===== config.mk =====
export PLATFORM = sky130hd
export DESIGN_NAME = rcg_receiver_control_gpio_pwm
export DESIGN_NICKNAME = d
export VERILOG_FILES = /design/src/rcg_pkg.sv /design/src/rcg_pwm_gen.sv /design/src/rcg_receiver_control_gpio_pwm.sv
export VERILOG_INCLUDE_DIRS = /design/src /design/src/src
export SDC_FILE = /design/constraint.sdc
export NUM_CORES = 1
export LEC_CHECK = 0
export ABC_AREA = 0
export BUFFER_PORTS_ARGS = -buffer_cell sky130_fd_sc_hd__buf_2
export CORE_MARGIN = 2
export CORE_UTILIZATION = 55
export DETAILED_ROUTE_END_ITERATION = 8
export PLACE_DENSITY = 0.8
export SKIP_CTS_REPAIR_TIMING = 1
export SYNTH_ARGS = -nofsm -noshare
export SYNTH_HDL_FRONTEND = slang
export SYNTH_HIERARCHICAL = 1
export SYNTH_SLANG_ARGS = --single-unit

===== constraint.sdc =====
create_clock -name clock_i -period 4.1 [get_ports clock_i]
set_input_delay 0.41 -clock clock_i [delete_from_list [all_inputs] [get_ports clock_i]]
set_output_delay 0.41 -clock clock_i [all_outputs]
set_load 0.01 [all_outputs]

===== src/rcg_defs.svh =====
// Offsets, field positions, reset values and timing figures of the receiver control/GPIO block.
// Assumes inclusion by bare name from the package and from every design module.
// Functional notes
// - Two-wire port works at 100 kHz, 400 kHz and 1 MHz; master stays below.
// - Default is a local slave port; select pin picks serial or two-wire.
// - Local port reaches every receiver register, none on the transmitter side.
// - Loaded configuration bit 6 turns slave pins into GPIO pins.
// - Status register: bit 7 configuration result, bit 6 chosen interface option.
// - GPIO option maps select, data-out, clock to outputs 2,1,0, inputs 3,2, irq.
// - GPIO registers are reachable only in slave option, where they are detached from pins; GPIO option has no port.
// - In slave option the interrupt pin shows only the wake flag.
// - Plain outputs drive the low four bits of the GPIO output register.
// - Bits 7..4 of the GPIO output register enable strong drive per output.
// - PWM field 7:6 code 11 routes PWM to output 3; 00 leaves it off.
// - PWM rate is 16 MHz divided by 255 times one plus field 5:0.
// - Eight-bit duty register sets PWM high time and resets to zero.
// - Mirror mode makes outputs 2..0 follow transmitter digital inputs.
// - Input-level register shows general inputs 3..0 in GPIO option, 1..0 in slave option; bits 7..4 read zero.
`ifndef RCG_DEFS_SVH
`define RCG_DEFS_SVH

`define RCG_ADDR_CFG_STATUS 7'h06
`define RCG_ADDR_INPUT_LEVELS 7'h07
`define RCG_ADDR_GPIO_OUT 7'h41
`define RCG_ADDR_PWM_CTRL 7'h42
`define RCG_ADDR_PWM_DUTY 7'h43

`define RCG_RST_CFG_STATUS 8'h00
`define RCG_RST_GPIO_OUT 8'h00
`define RCG_RST_PWM_CTRL 8'h00
`define RCG_RST_PWM_DUTY 8'h00

`define RCG_STAT_EXEC_BIT 7
`define RCG_STAT_GPIO_BIT 6
`define RCG_PWM_MODE_ON 2'h3
`define RCG_SPI_RW_BIT 7
`define RCG_TW_ADDR_LOW 6'h29

`define RCG_PWM_PERIOD_TICKS 255
`define RCG_REF_KHZ 16000
`define RCG_CLK_KHZ 25000

`endif


===== src/rcg_pkg.sv =====
// Types shared by the receiver control/GPIO design files.
// Assumes rcg_defs.svh on the include path.
`include "rcg_defs.svh"
package rcg_pkg;

   typedef enum logic [7:0] {
      TW_IDLE  = 8'h01,
      TW_ADDR  = 8'h02,
      TW_ACK_A = 8'h04,
      TW_REG   = 8'h08,
      TW_ACK_R = 8'h10,
      TW_WDATA = 8'h20,
      TW_RDATA = 8'h40,
      TW_RACK  = 8'h80
   } rcg_tw_state_t;

   typedef struct packed {
      logic active;
      logic have_cmd;
      logic is_read;
      logic [2:0] cnt;
      logic [7:0] rx;
      logic [7:0] tx;
      logic miso;
      logic [6:0] addr;
   } rcg_spi_st_t;

   typedef struct packed {
      rcg_tw_state_t st;
      logic [3:0] cnt;
      logic [7:0] sh;
      logic sda_low;
      logic is_read;
      logic acked;
      logic [6:0] addr;
   } rcg_tw_st_t;

   typedef struct packed {
      logic we;
      logic [6:0] addr;
      logic [7:0] data;
   } rcg_wr_t;

   typedef struct packed {
      logic [7:0] status;
      logic [7:0] gpio_out;
      logic [7:0] pwm_ctrl;
      logic [7:0] pwm_duty;
      logic addr_strap;
      logic [1:0] boot_cnt;
   } rcg_regs_t;

   typedef struct packed {
      logic p1_o;
      logic p1_oe;
      logic p2_o;
      logic p2_oe;
      logic p3_o;
      logic p3_oe;
      logic irq;
      logic [3:0] boost;
   } rcg_pins_t;

endpackage


===== src/rcg_pwm_gen.sv =====
// PWM generator for general output 3, stepping on a 16 MHz reference derived from clock_i.
// Assumes enable, rate and duty come from registers in the same clock domain.
`include "rcg_defs.svh"
module rcg_pwm_gen #(
   parameter int REF_KHZ = `RCG_REF_KHZ,
   parameter int CLK_KHZ = `RCG_CLK_KHZ,
   parameter int PERIOD = `RCG_PWM_PERIOD_TICKS
) (
   input wire logic clock_i,
   input wire logic rstn_i,
   input wire logic enable_i,
   input wire logic [5:0] rate_i,
   input wire logic [7:0] duty_i,
   output logic pwm_o
);

   localparam logic [15:0] REF_STEP = 16'(REF_KHZ);
   localparam logic [15:0] CLK_WRAP = 16'(CLK_KHZ);
   localparam logic [7:0] LAST_TICK = 8'(PERIOD - 1);

   logic [15:0] acc_reg, acc_next;
   logic [5:0] pre_reg, pre_next;
   logic [7:0] per_reg, per_next;
   logic out_reg, out_next;
   logic ref_tick;

   ////////////////////////////////////////////////////////////////////////////////
   // Fractional accumulator gives 16 MHz ticks on average; jitter is one clock_i
   always_comb begin
      acc_next = acc_reg + REF_STEP;
      ref_tick = 1'b0;
      pre_next = pre_reg;
      per_next = per_reg;
      out_next = 1'b0;
      if (acc_next >= CLK_WRAP) begin
         acc_next = acc_next - CLK_WRAP;
         ref_tick = 1'b1;
      end
      if (ref_tick) begin
         if (pre_reg == rate_i) begin
            pre_next = 6'h00;
            per_next = (per_reg == LAST_TICK) ? 8'h00 : per_reg + 8'h01;
         end else begin
            pre_next = pre_reg + 6'h01;
         end
      end
      if (enable_i) begin
         out_next = (per_reg < duty_i);
      end else begin
         acc_next = 16'h0000;
         pre_next = 6'h00;
         per_next = 8'h00;
      end
   end

   always_ff @(posedge clock_i or negedge rstn_i) begin
      if (!rstn_i) begin
         acc_reg <= 16'h0000;
         pre_reg <= 6'h00;
         per_reg <= 8'h00;
         out_reg <= 1'b0;
      end else begin
         acc_reg <= acc_next;
         pre_reg <= pre_next;
         per_reg <= per_next;
         out_reg <= out_next;
      end
   end

   assign pwm_o = out_reg;

endmodule


===== src/rcg_receiver_control_gpio_pwm.sv =====
// Receiver-side control port option: serial or two-wire slave, or GPIO pins with PWM.
// Assumes pins and general_inputs_lo_i are asynchronous; all other inputs are on clock_i.
`include "rcg_defs.svh"
module rcg_receiver_control_gpio_pwm (
   input wire logic clock_i,
   input wire logic rstn_i,
   input wire logic p1_sel_out2_i,
   output logic p1_sel_out2_o,
   output logic p1_sel_out2_oe_o,
   input wire logic p2_data_out1_i,
   output logic p2_data_out1_o,
   output logic p2_data_out1_oe_o,
   input wire logic p3_clock_out0_i,
   output logic p3_clock_out0_o,
   output logic p3_clock_out0_oe_o,
   input wire logic p4_csn_in3_i,
   input wire logic p6_din_in2_i,
   output logic p36_irq_out3_o,
   input wire logic [1:0] general_inputs_lo_i,
   output logic [3:0] drive_boost_o,
   input wire logic config_load_done_i,
   input wire logic config_exec_ok_i,
   input wire logic config_gpio_sel_i,
   input wire logic mirror_enable_i,
   input wire logic [2:0] transmitter_digital_inputs_i,
   input wire logic wake_flag_i,
   output logic [6:0] ext_addr_o,
   input wire logic [7:0] ext_rdata_i,
   output logic ext_we_o,
   output logic [6:0] ext_waddr_o,
   output logic [7:0] ext_wdata_o
);

   ////////////////////////////////////////////////////////////////////////////////
   // Pin synchronisers; bit order sel, data, clock, csn, din, lo[1:0]
   logic [6:0] sync1_reg, sync2_reg, prev_reg;
   logic pin_sel, pin_sda, pin_clk, pin_csn, pin_din;
   logic clk_rise, clk_fall, sda_rise, sda_fall;

   always_ff @(posedge clock_i or negedge rstn_i) begin
      if (!rstn_i) begin
         sync1_reg <= 7'h7f;
         sync2_reg <= 7'h7f;
         prev_reg <= 7'h7f;
      end else begin
         sync1_reg <= {p1_sel_out2_i, p2_data_out1_i, p3_clock_out0_i, p4_csn_in3_i,
                       p6_din_in2_i, general_inputs_lo_i};
         sync2_reg <= sync1_reg;
         prev_reg <= sync2_reg;
      end
   end

   assign pin_sel = sync2_reg[6];
   assign pin_sda = sync2_reg[5];
   assign pin_clk = sync2_reg[4];
   assign pin_csn = sync2_reg[3];
   assign pin_din = sync2_reg[2];
   // Clock edges found by sampling; a 25 MHz clock keeps up to about 8 MHz links only
   assign clk_rise = pin_clk & ~prev_reg[4];
   assign clk_fall = ~pin_clk & prev_reg[4];
   assign sda_rise = pin_sda & ~prev_reg[5];
   assign sda_fall = ~pin_sda & prev_reg[5];

   ////////////////////////////////////////////////////////////////////////////////
   // Option decode
   rcg_pkg::rcg_regs_t regs_reg, regs_next;
   rcg_pkg::rcg_spi_st_t spi_reg, spi_next;
   rcg_pkg::rcg_tw_st_t tw_reg, tw_next;
   rcg_pkg::rcg_wr_t spi_wr, tw_wr, wr, ext_reg, ext_next;
   logic gpio_mode, spi_en, tw_en, pwm_on, pwm_out;
   logic [3:0] in_levels, dout;
   logic [6:0] rd_addr;

   assign gpio_mode = regs_reg.status[`RCG_STAT_GPIO_BIT];
   assign spi_en = ~gpio_mode & ~pin_sel;
   assign tw_en = ~gpio_mode & pin_sel;
   assign pwm_on = (regs_reg.pwm_ctrl[7:6] == `RCG_PWM_MODE_ON);
   // In slave option the upper inputs are detached from their pins
   assign in_levels = gpio_mode ? {pin_csn, pin_din, sync2_reg[1:0]}
                                : {2'h0, sync2_reg[1:0]};

   // Registers not held here are answered by the rest of the receiver
   function automatic logic [7:0] reg_read(input logic [6:0] a);
      case (a)
         `RCG_ADDR_CFG_STATUS: reg_read = regs_reg.status;
         `RCG_ADDR_INPUT_LEVELS: reg_read = {4'h0, in_levels};
         `RCG_ADDR_GPIO_OUT: reg_read = regs_reg.gpio_out;
         `RCG_ADDR_PWM_CTRL: reg_read = regs_reg.pwm_ctrl;
         `RCG_ADDR_PWM_DUTY: reg_read = regs_reg.pwm_duty;
         default: reg_read = ext_rdata_i;
      endcase
   endfunction

   function automatic logic is_local(input logic [6:0] a);
      is_local = (a == `RCG_ADDR_CFG_STATUS) || (a == `RCG_ADDR_INPUT_LEVELS) ||
                 (a == `RCG_ADDR_GPIO_OUT) || (a == `RCG_ADDR_PWM_CTRL) ||
                 (a == `RCG_ADDR_PWM_DUTY);
   endfunction

   assign rd_addr = tw_en ? tw_reg.addr :
                    (spi_reg.have_cmd ? spi_reg.addr : {spi_reg.rx[5:0], pin_din});
   assign ext_addr_o = rd_addr;

   ////////////////////////////////////////////////////////////////////////////////
   // Serial slave: command byte then data bytes with address auto-increment
   always_comb begin
      logic [7:0] rx_full;
      rx_full = {spi_reg.rx[6:0], pin_din};
      spi_next = spi_reg;
      spi_wr = '0;
      if (!spi_en || pin_csn) begin
         spi_next.active = 1'b0;
         spi_next.have_cmd = 1'b0;
         spi_next.is_read = 1'b0;
         spi_next.cnt = 3'h0;
         spi_next.tx = 8'h00;
         spi_next.miso = 1'b0;
      end else begin
         spi_next.active = 1'b1;
         if (clk_rise) begin
            spi_next.rx = rx_full;
            spi_next.cnt = spi_reg.cnt + 3'h1;
            if (spi_reg.cnt == 3'h7) begin
               if (!spi_reg.have_cmd) begin
                  spi_next.have_cmd = 1'b1;
                  spi_next.is_read = rx_full[`RCG_SPI_RW_BIT];
                  spi_next.addr = rx_full[6:0];
                  if (rx_full[`RCG_SPI_RW_BIT]) begin
                     spi_next.tx = reg_read(rd_addr);
                     spi_next.addr = rx_full[6:0] + 7'h01;
                  end
               end else if (spi_reg.is_read) begin
                  spi_next.tx = reg_read(rd_addr);
                  spi_next.addr = spi_reg.addr + 7'h01;
               end else begin
                  spi_wr = '{we: 1'b1, addr: spi_reg.addr, data: rx_full};
                  spi_next.addr = spi_reg.addr + 7'h01;
               end
            end
         end
         if (clk_fall) begin
            spi_next.miso = spi_reg.tx[7];
            spi_next.tx = {spi_reg.tx[6:0], 1'b0};
         end
      end
   end

   always_ff @(posedge clock_i or negedge rstn_i) begin
      if (!rstn_i) begin
         spi_reg <= '0;
      end else begin
         spi_reg <= spi_next;
      end
   end

   ////////////////////////////////////////////////////////////////////////////////
   // Two-wire slave; no clock stretching, so every rate up to 1 MHz needs no wait
   always_comb begin
      tw_next = tw_reg;
      tw_wr = '0;
      if (!tw_en) begin
         tw_next.st = rcg_pkg::TW_IDLE;
         tw_next.sda_low = 1'b0;
         tw_next.cnt = 4'h0;
      end else if (pin_clk && sda_fall) begin
         tw_next.st = rcg_pkg::TW_ADDR;
         tw_next.cnt = 4'h0;
         tw_next.sda_low = 1'b0;
      end else if (pin_clk && sda_rise) begin
         tw_next.st = rcg_pkg::TW_IDLE;
         tw_next.sda_low = 1'b0;
      end else begin
         unique case (tw_reg.st)
            rcg_pkg::TW_IDLE: begin
            end
            rcg_pkg::TW_ADDR, rcg_pkg::TW_REG, rcg_pkg::TW_WDATA: begin
               if (clk_rise) begin
                  tw_next.sh = {tw_reg.sh[6:0], pin_sda};
                  tw_next.cnt = tw_reg.cnt + 4'h1;
               end
               if (clk_fall && tw_reg.cnt == 4'h8) begin
                  tw_next.cnt = 4'h0;
                  tw_next.sda_low = 1'b1;
                  if (tw_reg.st == rcg_pkg::TW_ADDR) begin
                     tw_next.is_read = tw_reg.sh[0];
                     tw_next.st = rcg_pkg::TW_ACK_A;
                     if (tw_reg.sh[7:1] != {regs_reg.addr_strap, `RCG_TW_ADDR_LOW}) begin
                        tw_next.st = rcg_pkg::TW_IDLE;
                        tw_next.sda_low = 1'b0;
                     end
                  end else if (tw_reg.st == rcg_pkg::TW_REG) begin
                     tw_next.addr = tw_reg.sh[6:0];
                     tw_next.st = rcg_pkg::TW_ACK_R;
                  end else begin
                     tw_wr = '{we: 1'b1, addr: tw_reg.addr, data: tw_reg.sh};
                     tw_next.addr = tw_reg.addr + 7'h01;
                     tw_next.st = rcg_pkg::TW_ACK_R;
                  end
               end
            end
            rcg_pkg::TW_ACK_A, rcg_pkg::TW_ACK_R, rcg_pkg::TW_RACK: begin
               if (clk_rise && tw_reg.st == rcg_pkg::TW_RACK) begin
                  tw_next.acked = ~pin_sda;
               end
               if (clk_fall) begin
                  tw_next.sda_low = 1'b0;
                  tw_next.cnt = 4'h0;
                  if (tw_reg.st == rcg_pkg::TW_ACK_R) begin
                     tw_next.st = rcg_pkg::TW_WDATA;
                  end else if (tw_reg.st == rcg_pkg::TW_ACK_A && !tw_reg.is_read) begin
                     tw_next.st = rcg_pkg::TW_REG;
                  end else if (tw_reg.st == rcg_pkg::TW_RACK && !tw_reg.acked) begin
                     tw_next.st = rcg_pkg::TW_IDLE;
                  end else begin
                     tw_next.sh = reg_read(rd_addr);
                     tw_next.sda_low = ~tw_next.sh[7];
                     tw_next.addr = tw_reg.addr + 7'h01;
                     tw_next.st = rcg_pkg::TW_RDATA;
                  end
               end
            end
            rcg_pkg::TW_RDATA: begin
               if (clk_rise) begin
                  tw_next.cnt = tw_reg.cnt + 4'h1;
               end
               if (clk_fall) begin
                  if (tw_reg.cnt == 4'h8) begin
                     tw_next.sda_low = 1'b0;
                     tw_next.acked = 1'b0;
                     tw_next.st = rcg_pkg::TW_RACK;
                  end else begin
                     tw_next.sh = {tw_reg.sh[6:0], 1'b0};
                     tw_next.sda_low = ~tw_reg.sh[6];
                  end
               end
            end
         endcase
      end
   end

   always_ff @(posedge clock_i or negedge rstn_i) begin
      if (!rstn_i) begin
         tw_reg <= '{st: rcg_pkg::TW_IDLE, default: '0};
      end else begin
         tw_reg <= tw_next;
      end
   end

   ////////////////////////////////////////////////////////////////////////////////
   // Register file; status is read-only and only the configuration loader sets it
   assign wr = spi_wr | tw_wr;

   always_comb begin
      regs_next = regs_reg;
      ext_next = '{we: 1'b0, addr: ext_reg.addr, data: ext_reg.data};
      if (regs_reg.boot_cnt != 2'h3) begin
         // Address strap is loaded on the first three edges; the third load sees the filled synchroniser
         regs_next.boot_cnt = regs_reg.boot_cnt + 2'h1;
         regs_next.addr_strap = pin_csn;
      end
      if (config_load_done_i) begin
         regs_next.status = {config_exec_ok_i, config_gpio_sel_i, 6'h00};
      end
      if (wr.we) begin
         case (wr.addr)
            `RCG_ADDR_GPIO_OUT: regs_next.gpio_out = wr.data;
            `RCG_ADDR_PWM_CTRL: regs_next.pwm_ctrl = wr.data;
            `RCG_ADDR_PWM_DUTY: regs_next.pwm_duty = wr.data;
            default: begin
            end
         endcase
         if (!is_local(wr.addr)) begin
            ext_next = wr;
         end
      end
   end

   always_ff @(posedge clock_i or negedge rstn_i) begin
      if (!rstn_i) begin
         regs_reg <= '{status: `RCG_RST_CFG_STATUS, gpio_out: `RCG_RST_GPIO_OUT,
                       pwm_ctrl: `RCG_RST_PWM_CTRL, pwm_duty: `RCG_RST_PWM_DUTY,
                       addr_strap: 1'b0, boot_cnt: 2'h0};
         ext_reg <= '0;
      end else begin
         regs_reg <= regs_next;
         ext_reg <= ext_next;
      end
   end

   assign ext_we_o = ext_reg.we;
   assign ext_waddr_o = ext_reg.addr;
   assign ext_wdata_o = ext_reg.data;

   ////////////////////////////////////////////////////////////////////////////////
   // PWM and pin drive
   rcg_pwm_gen u_pwm (
      .clock_i(clock_i),
      .rstn_i(rstn_i),
      .enable_i(pwm_on),
      .rate_i(regs_reg.pwm_ctrl[5:0]),
      .duty_i(regs_reg.pwm_duty),
      .pwm_o(pwm_out)
   );

   assign dout[2:0] = mirror_enable_i ? transmitter_digital_inputs_i
                                      : regs_reg.gpio_out[2:0];
   assign dout[3] = pwm_on ? pwm_out : regs_reg.gpio_out[3];

   rcg_pkg::rcg_pins_t pins_reg, pins_next;

   always_comb begin
      if (gpio_mode) begin
         pins_next = '{p1_o: dout[2], p1_oe: 1'b1, p2_o: dout[1], p2_oe: 1'b1,
                       p3_o: dout[0], p3_oe: 1'b1, irq: dout[3],
                       boost: regs_reg.gpio_out[7:4]};
      end else begin
         // Slave option: GPIO registers keep their values but reach no pin
         pins_next = '{p1_o: 1'b0, p1_oe: 1'b0, p2_o: spi_en & spi_reg.miso,
                       p2_oe: (spi_en & spi_reg.active) | (tw_en & tw_reg.sda_low),
                       p3_o: 1'b0, p3_oe: 1'b0, irq: wake_flag_i,
                       boost: 4'h0};
      end
   end

   always_ff @(posedge clock_i or negedge rstn_i) begin
      if (!rstn_i) begin
         pins_reg <= '0;
      end else begin
         pins_reg <= pins_next;
      end
   end

   assign p1_sel_out2_o = pins_reg.p1_o;
   assign p1_sel_out2_oe_o = pins_reg.p1_oe;
   assign p2_data_out1_o = pins_reg.p2_o;
   assign p2_data_out1_oe_o = pins_reg.p2_oe;
   assign p3_clock_out0_o = pins_reg.p3_o;
   assign p3_clock_out0_oe_o = pins_reg.p3_oe;
   assign p36_irq_out3_o = pins_reg.irq;
   assign drive_boost_o = pins_reg.boost;

endmodule


# Word level (Yosys, flattened, before mapping)
# Cells that the tools add are included.
# classes
addsub	10
order_cmp	2
n_eq_ne	49
muxes	92
bitwise_logic	23
n_reduce_logical	42
# ops
cell	count
$mux W16	16
$mux W8	21
$mux W7	14
$pmux W21 S3	1
$mux W12	5
$mux W9	6
$eq A7 B7 Y1 const B	6
$mux W21	2
$pmux W8 S5	1
$eq A7 B3 Y1 const B	4
$ne A5 B5 Y1 const B	5
$mux W6	4
$ne A2 B2 Y1 const B	12
$add A7 B1 Y7 const B	3
$add A16 B14 Y16 const B	1
$eq A8 B8 Y1 const B	2
$ge A16 B15 Y1 const B	1
$or A16 B16 Y16	1
$sub A16 B15 Y16 const B	1
$pmux W7 S2	1
$reduce_and A2 Y1	7
$mux W1	12
$not A1 Y1	12
$mux W11	1
other kinds (43)	79
# word_totals
ff_bits	167
inputBits	25
out_inout_bits	34
elab_cells	257

# Longest topological paths before layout
# depth
word_depth	22
ltp_mapped	12
depth_no_buf	9

# Modules after synthesis
# The synthesis kept the hierarchy.
# modules_own_cells
module	instances	cells_each	area_per_inst_um2	seq_area_each_um2
rcg_receiver_control_gpio_pwm	1	694	6870.3	3274.4
rcg_pwm_gen	1	231	2060.7	700.7

# Least setup slack after synthesis
# No wires, ideal clock.
# synth_path
kind	reg2reg
startpoint	register sync2_reg[4]
endpoint	register ext_reg, in the netlist ext_waddr_o[0]
setup_time_ns	0.125
arrival_time_ns	2.737
t_required_ns	3.975
slack_ns	1.238
stages_incl_launch_ff	11
n_path_buf	2
synth_period_minus_slack_ns	2.862
cell_sequence	dfstp_2 ha_1 clkbuf_1 and2_1 and3_4 buf_6 o21ai_1 a221o_1 a22o_1 a2bb2oi_4 mux2_2
# synth_via
elab_chain_len	16
word_cells_on_any_way	25
cone_classes	eq/ne: 5; mux: 7; bitwise: 5; reduce/logical: 8
# synth_rtl
item	line	rtl
from (decl)	rcg_receiver_control_gpio_pwm.sv:36	logic [6:0] sync1_reg, sync2_reg, prev_reg;
from (signal assigned)	rcg_receiver_control_gpio_pwm.sv:48	sync2_reg <= sync1_reg;
$not A1 Y1	rcg_receiver_control_gpio_pwm.sv:60	assign clk_fall = ~pin_clk & prev_reg[4];
$and A1 B1 Y1	rcg_receiver_control_gpio_pwm.sv:60	
$logic_and A1 B1 Y1	rcg_receiver_control_gpio_pwm.sv:181	if (clk_fall && tw_reg.cnt == 4'h8) begin
$mux W16	rcg_receiver_control_gpio_pwm.sv:181	
$mux W16	rcg_receiver_control_gpio_pwm.sv:173	unique case (tw_reg.st)
$mux W16	rcg_receiver_control_gpio_pwm.sv:169	end else if (pin_clk && sda_rise) begin
$mux W16	rcg_receiver_control_gpio_pwm.sv:165	end else if (pin_clk && sda_fall) begin
$mux W16	rcg_receiver_control_gpio_pwm.sv:161	if (!tw_en) begin
$or A16 B16 Y16 (*)	rcg_receiver_control_gpio_pwm.sv:251	assign wr = spi_wr | tw_wr;
$eq A7 B3 Y1 (no line)	-	
$logic_or A1 B1 Y1 (4 in a row)	rcg_receiver_control_gpio_pwm.sv:95	is_local = (a == `RCG_ADDR_CFG_STATUS) || (a == `RCG_ADDR_INPUT_LEVELS) ||
$not A1 Y1 (no line)	-	
$reduce_and A2 Y1 (no line)	-	
to (signal assigned)	rcg_receiver_control_gpio_pwm.sv:286	ext_reg <= ext_next;
to (decl)	rcg_receiver_control_gpio_pwm.sv:69	rcg_pkg::rcg_wr_t spi_wr, tw_wr, wr, ext_reg, ext_next;
# Every way passes the cells marked *; elsewhere a longest branch is shown, timed or not.
# A chain may end at the register's enable or synchronous reset.

# Final worst setup path
# layout_path
startpoint	register prev_reg[4]
endpoint	register ext_reg, in the netlist ext_wdata_o[3]
# layout_via
elab_chain_len	15
word_cells_on_any_way	23
cone_classes	eq/ne: 5; mux: 7; bitwise: 5; reduce/logical: 6
# layout_rtl
item	line	rtl
from (decl)	rcg_receiver_control_gpio_pwm.sv:36	
from (signal assigned)	rcg_receiver_control_gpio_pwm.sv:49	prev_reg <= sync2_reg;
$and A1 B1 Y1	rcg_receiver_control_gpio_pwm.sv:60	
$logic_and A1 B1 Y1	rcg_receiver_control_gpio_pwm.sv:181	
$mux W16	rcg_receiver_control_gpio_pwm.sv:181	
$mux W16	rcg_receiver_control_gpio_pwm.sv:173	
$mux W16	rcg_receiver_control_gpio_pwm.sv:169	
$mux W16	rcg_receiver_control_gpio_pwm.sv:165	
$mux W16	rcg_receiver_control_gpio_pwm.sv:161	
$or A16 B16 Y16 (*)	rcg_receiver_control_gpio_pwm.sv:251	
$eq A7 B3 Y1 (no line)	-	
$logic_or A1 B1 Y1 (4 in a row)	rcg_receiver_control_gpio_pwm.sv:95	
$not A1 Y1 (no line)	-	
$reduce_and A2 Y1 (no line)	-	
# Marked as above.

==> impl_metrics.csv <==
group,metric,value,unit
setup_path,r2r_end,"ext_wdata_o[3]$_DFFE_PN0P_",
power,ir_drop,342,uV
status,status,"completed",
global_routing,grt_pass1_wl,36200,um
synth,yosys.area.top_type_share,39.5,%
min_path,hold-path-endpoint,"sync1_reg[2]$_DFF_PN1_",
setup_path,reg2reg_setup_slack,0.48,ns
clock_tree,cts-root-buf,"clkbuf_16",
global_routing,grt_pass1_vias,6751,
timing,worst_slew_margin_rel,28.2,%
synth,synth_ff_type,"dfrtp_1",
synth,yosysWarnings,6,
timing,finalSetupViolCount,0,
synth,synth_largest_area_cell,"dfrtp_1",
power,power.leakage,0.00433,uW
detailed_routing,met3_length,1680,um
place,gp_congestion,0.968,
setup_path,critPathKind,"reg -> reg",
detailed_routing,routedWlPerCell,18.8,um
place,hpwlAfterDp,15600,um
clock_tree,htree_levels,4,
timing,tightest_slew,1.07,ns
timing,layout_worst_path_cycle_share,88.3,%
floorplanning,core,0.0159,mm^2
timing,setup-tns-final,0,ns
floorplanning,die_h,131,um
timing,fin_crit,3.62,ns
synth,synth.top_cells.by_count,"141 x dfrtp_1, 82 x nand2_1, 74 x o21ai_0",
setup_path,start_kind,"flip-flop",
clock_tree,clk_pin_slew_worst_paths,0.06,ns
global_routing,grt_start_max_net_pins,102,
finish,area_delta_synth_final,10.3,%
clock_tree,clk_latency,0.43,ns
synth,synthDistinctLibCells,82,
setup_path,worstPathRequired,4.45,ns
detailed_routing,drtIter0Drc,769,
clock_tree,clockBufferDepth,2,
setup_path,critical-path-max-stage-delay,0.53,ns
floorplanning,ioPinCount,59,
setup_path,crit_fanout,16,
finish,diodes,0,
global_routing,antenna_found_initial,0,
synth,syn_nets,973,
clock_tree,clock_sinks,158,
detailed_routing,wl_met1,9900,um
min_path,min_path_cells,1,
place,placed_cells,1158,
detailed_routing,first_pass_iters,5,
floorplanning,start_util,56.2,%
timing,finalClockSkew,0.00921,ns
synth,synth-seq-cells,158,
setup_path,cp_cell_sequence,"ha_1 -> nand4b_1 -> a211oi_2 -> o211ai_1 -> a221o_1 -> a22o_1 -> a2bb2oi_4 -> buf_4 -> mux2i_1",
synth,ys_top_cells_by_area,"dfrtp_1 40%, dfstp_2 5.0%, o21ai_0 4.1%, mux2i_1 3.6%, nand2_1 3.4%",
min_path,worstHoldPathType,"in -> reg",
detailed_routing,avgViaCountPerCell,6.17,
synth,avgSynthCellArea,9.66,um^2
detailed_routing,route.met2.wl,10100,um
setup_path,critPathSlowestCell,"dfstp_2",
global_routing,track_usage,26.2,%
place,io_buffers,58,
synth,synth-edff-count,0,
floorplanning,die_x,131,um
min_path,worstHoldStart,"p6_din_in2_i",
detailed_routing,dr.max_layer_used,"met4",
timing,finalHoldViolCount,0,
detailed_routing,ant_nets,0,
synth,seq_area_frac_synth,44.5,%
clock_tree,cts_buffers,17,
synth,async_flop_share,100,%
finish,final_cells,1190,
power,powerDensity,355,mW/mm^2
detailed_routing,drc,0,
detailed_routing,routed_wirelength,22300,um
synth,synthCells,925,
setup_path,r2r-start,"prev_reg[4]$_DFF_PN1_",
clock_tree,cts_tree,"done",
timing,timing.fmax,0.276,GHz
setup_path,critPathCaptureType,"flip-flop",
floorplanning,die-area,0.0173,mm^2
timing,rsz0062_at_grt,"no",
synth,synth_area,0.00893,mm^2
setup_path,arrival,3.97,ns
finish,largest_reg_flops,30,
finish,drive_above_1_share,17.2,%
finish,final_nets,1009,
timing,drv_slew,0,
floorplanning,num_rows,46,
flow_run,maxCapViolations,0,
setup_path,r2r.worst_path.cells,9,
synth,synth_most_common_cell,"dfrtp_1",
detailed_routing,vias,7348,
global_routing,grt_overflow,0,
[worst max path at each step]
stage | startpoint | endpoint | slack (ns)
6_report | prev_reg[4]$_DFF_PN1_ | ext_wdata_o[3]$_DFFE_PN0P_ | 0.48
5_1_grt | prev_reg[4]$_DFF_PN1_ | ext_wdata_o[3]$_DFFE_PN0P_ | 0.36
4_1_cts | prev_reg[4]$_DFF_PN1_ | ext_wdata_o[3]$_DFFE_PN0P_ | 0.55
3_5_place_dp | prev_reg[4]$_DFF_PN1_ | ext_wdata_o[2]$_DFFE_PN0P_ | 0.60
3_3_place_gp | prev_reg[4]$_DFF_PN1_ | ext_wdata_o[1]$_DFFE_PN0P_ | 0.69
2_1_floorplan | sync2_reg[4]$_DFF_PN1_ | ext_waddr_o[0]$_DFFE_PN0P_ | 1.24
[layout make-up]
type	count	area, um^2
clock buffers	19	443
multi-input cells	666	4490
flip-flops and latches	158	3980
fillers	1330	6030
repair buffers	66	369
inverters	52	195
well taps	216	270
clock inverters	13	105
[metrics by stage]
stage	power, uW	setup WS (ns)	hold slack, ns	util [%]	area (um^2)
6_report	3500	0.480	0.0686	62.0	9850
5_1_grt	3630	0.359	0.0529	62.0	9850
4_1_cts	3520	0.551	0.0565	62.0	9850
3_5_place_dp	2030	0.597	0.347	58.6	9300
3_3_place_gp	2020	0.690	0.346	58.6	9300
2_1_floorplan	1890	1.24	0.114	-	8930
[worst max-delay path, delay by kind of cell (launching register included)]
family / cells / cell delay (ns)
AO/OA/AOI/OAI: 5 / 1.76
adder cells (fa/ha/maj): 1 / 0.52
buffers and inverters: 1 / 0.26
flip-flops: 1 / 0.53
multiplexers: 1 / 0.19
AND/OR/NAND/NOR: 1 / 0.28
[placed cells by master (no fill, tap or decap), types with 7 or more instances in the layout]
cell type	synthesis	routed
inv_1	49	49
nand3_1	30	30
o31ai_1	10	10
mux2_2	27	27
or4_1	8	8
o32ai_1	7	7
ha_1	23	23
nand4b_1	9	9
dfrtp_1	141	141
buf_4	2	7
o21ai_0	74	74
o21ai_1	7	7
nor4_1	9	9
xor2_1	10	10
nor3_1	20	20
nand2_1	82	82
dfstp_2	17	17
nor2_1	57	57
a22oi_1	21	21
xnor2_1	17	17
clkbuf_16	0	17
o22ai_1	7	7
a211oi_1	11	11
buf_2	6	57
a221o_1	7	7
nand2b_1	12	12
a21oi_1	43	43
and3_1	12	12
and2_1	13	13
or3_1	11	11
mux2i_1	32	32
o21a_1	8	8
[power breakdown]
part,switching (uW),internal (uW),leakage (uW)
Combinational,204,127,0.00199
Clock,679,803,0.000263
Sequential,74.7,1610,0.00208
Total,957,2540,0.00433
[logic make-up after synthesis]
logic type	Yosys count	synth area share [%]
AND/OR/NAND/NOR	302	17.9
AO/OA/AOI/OAI	252	19.0
flip-flops	158	44.5
buffers and inverters	101	5.18
multiplexers	61	7.33
XOR/XNOR	28	2.83
adder cells (fa/ha/maj)	23	3.22
[metal layers]
metal,global-route usage (%),vias up
li1,-,3451
met5,0,-
met4,10.5,0
met2,38.9,319
met1,37.6,3532
met3,5.44,46
Note: power is estimated with default switching activity, not from simulation.
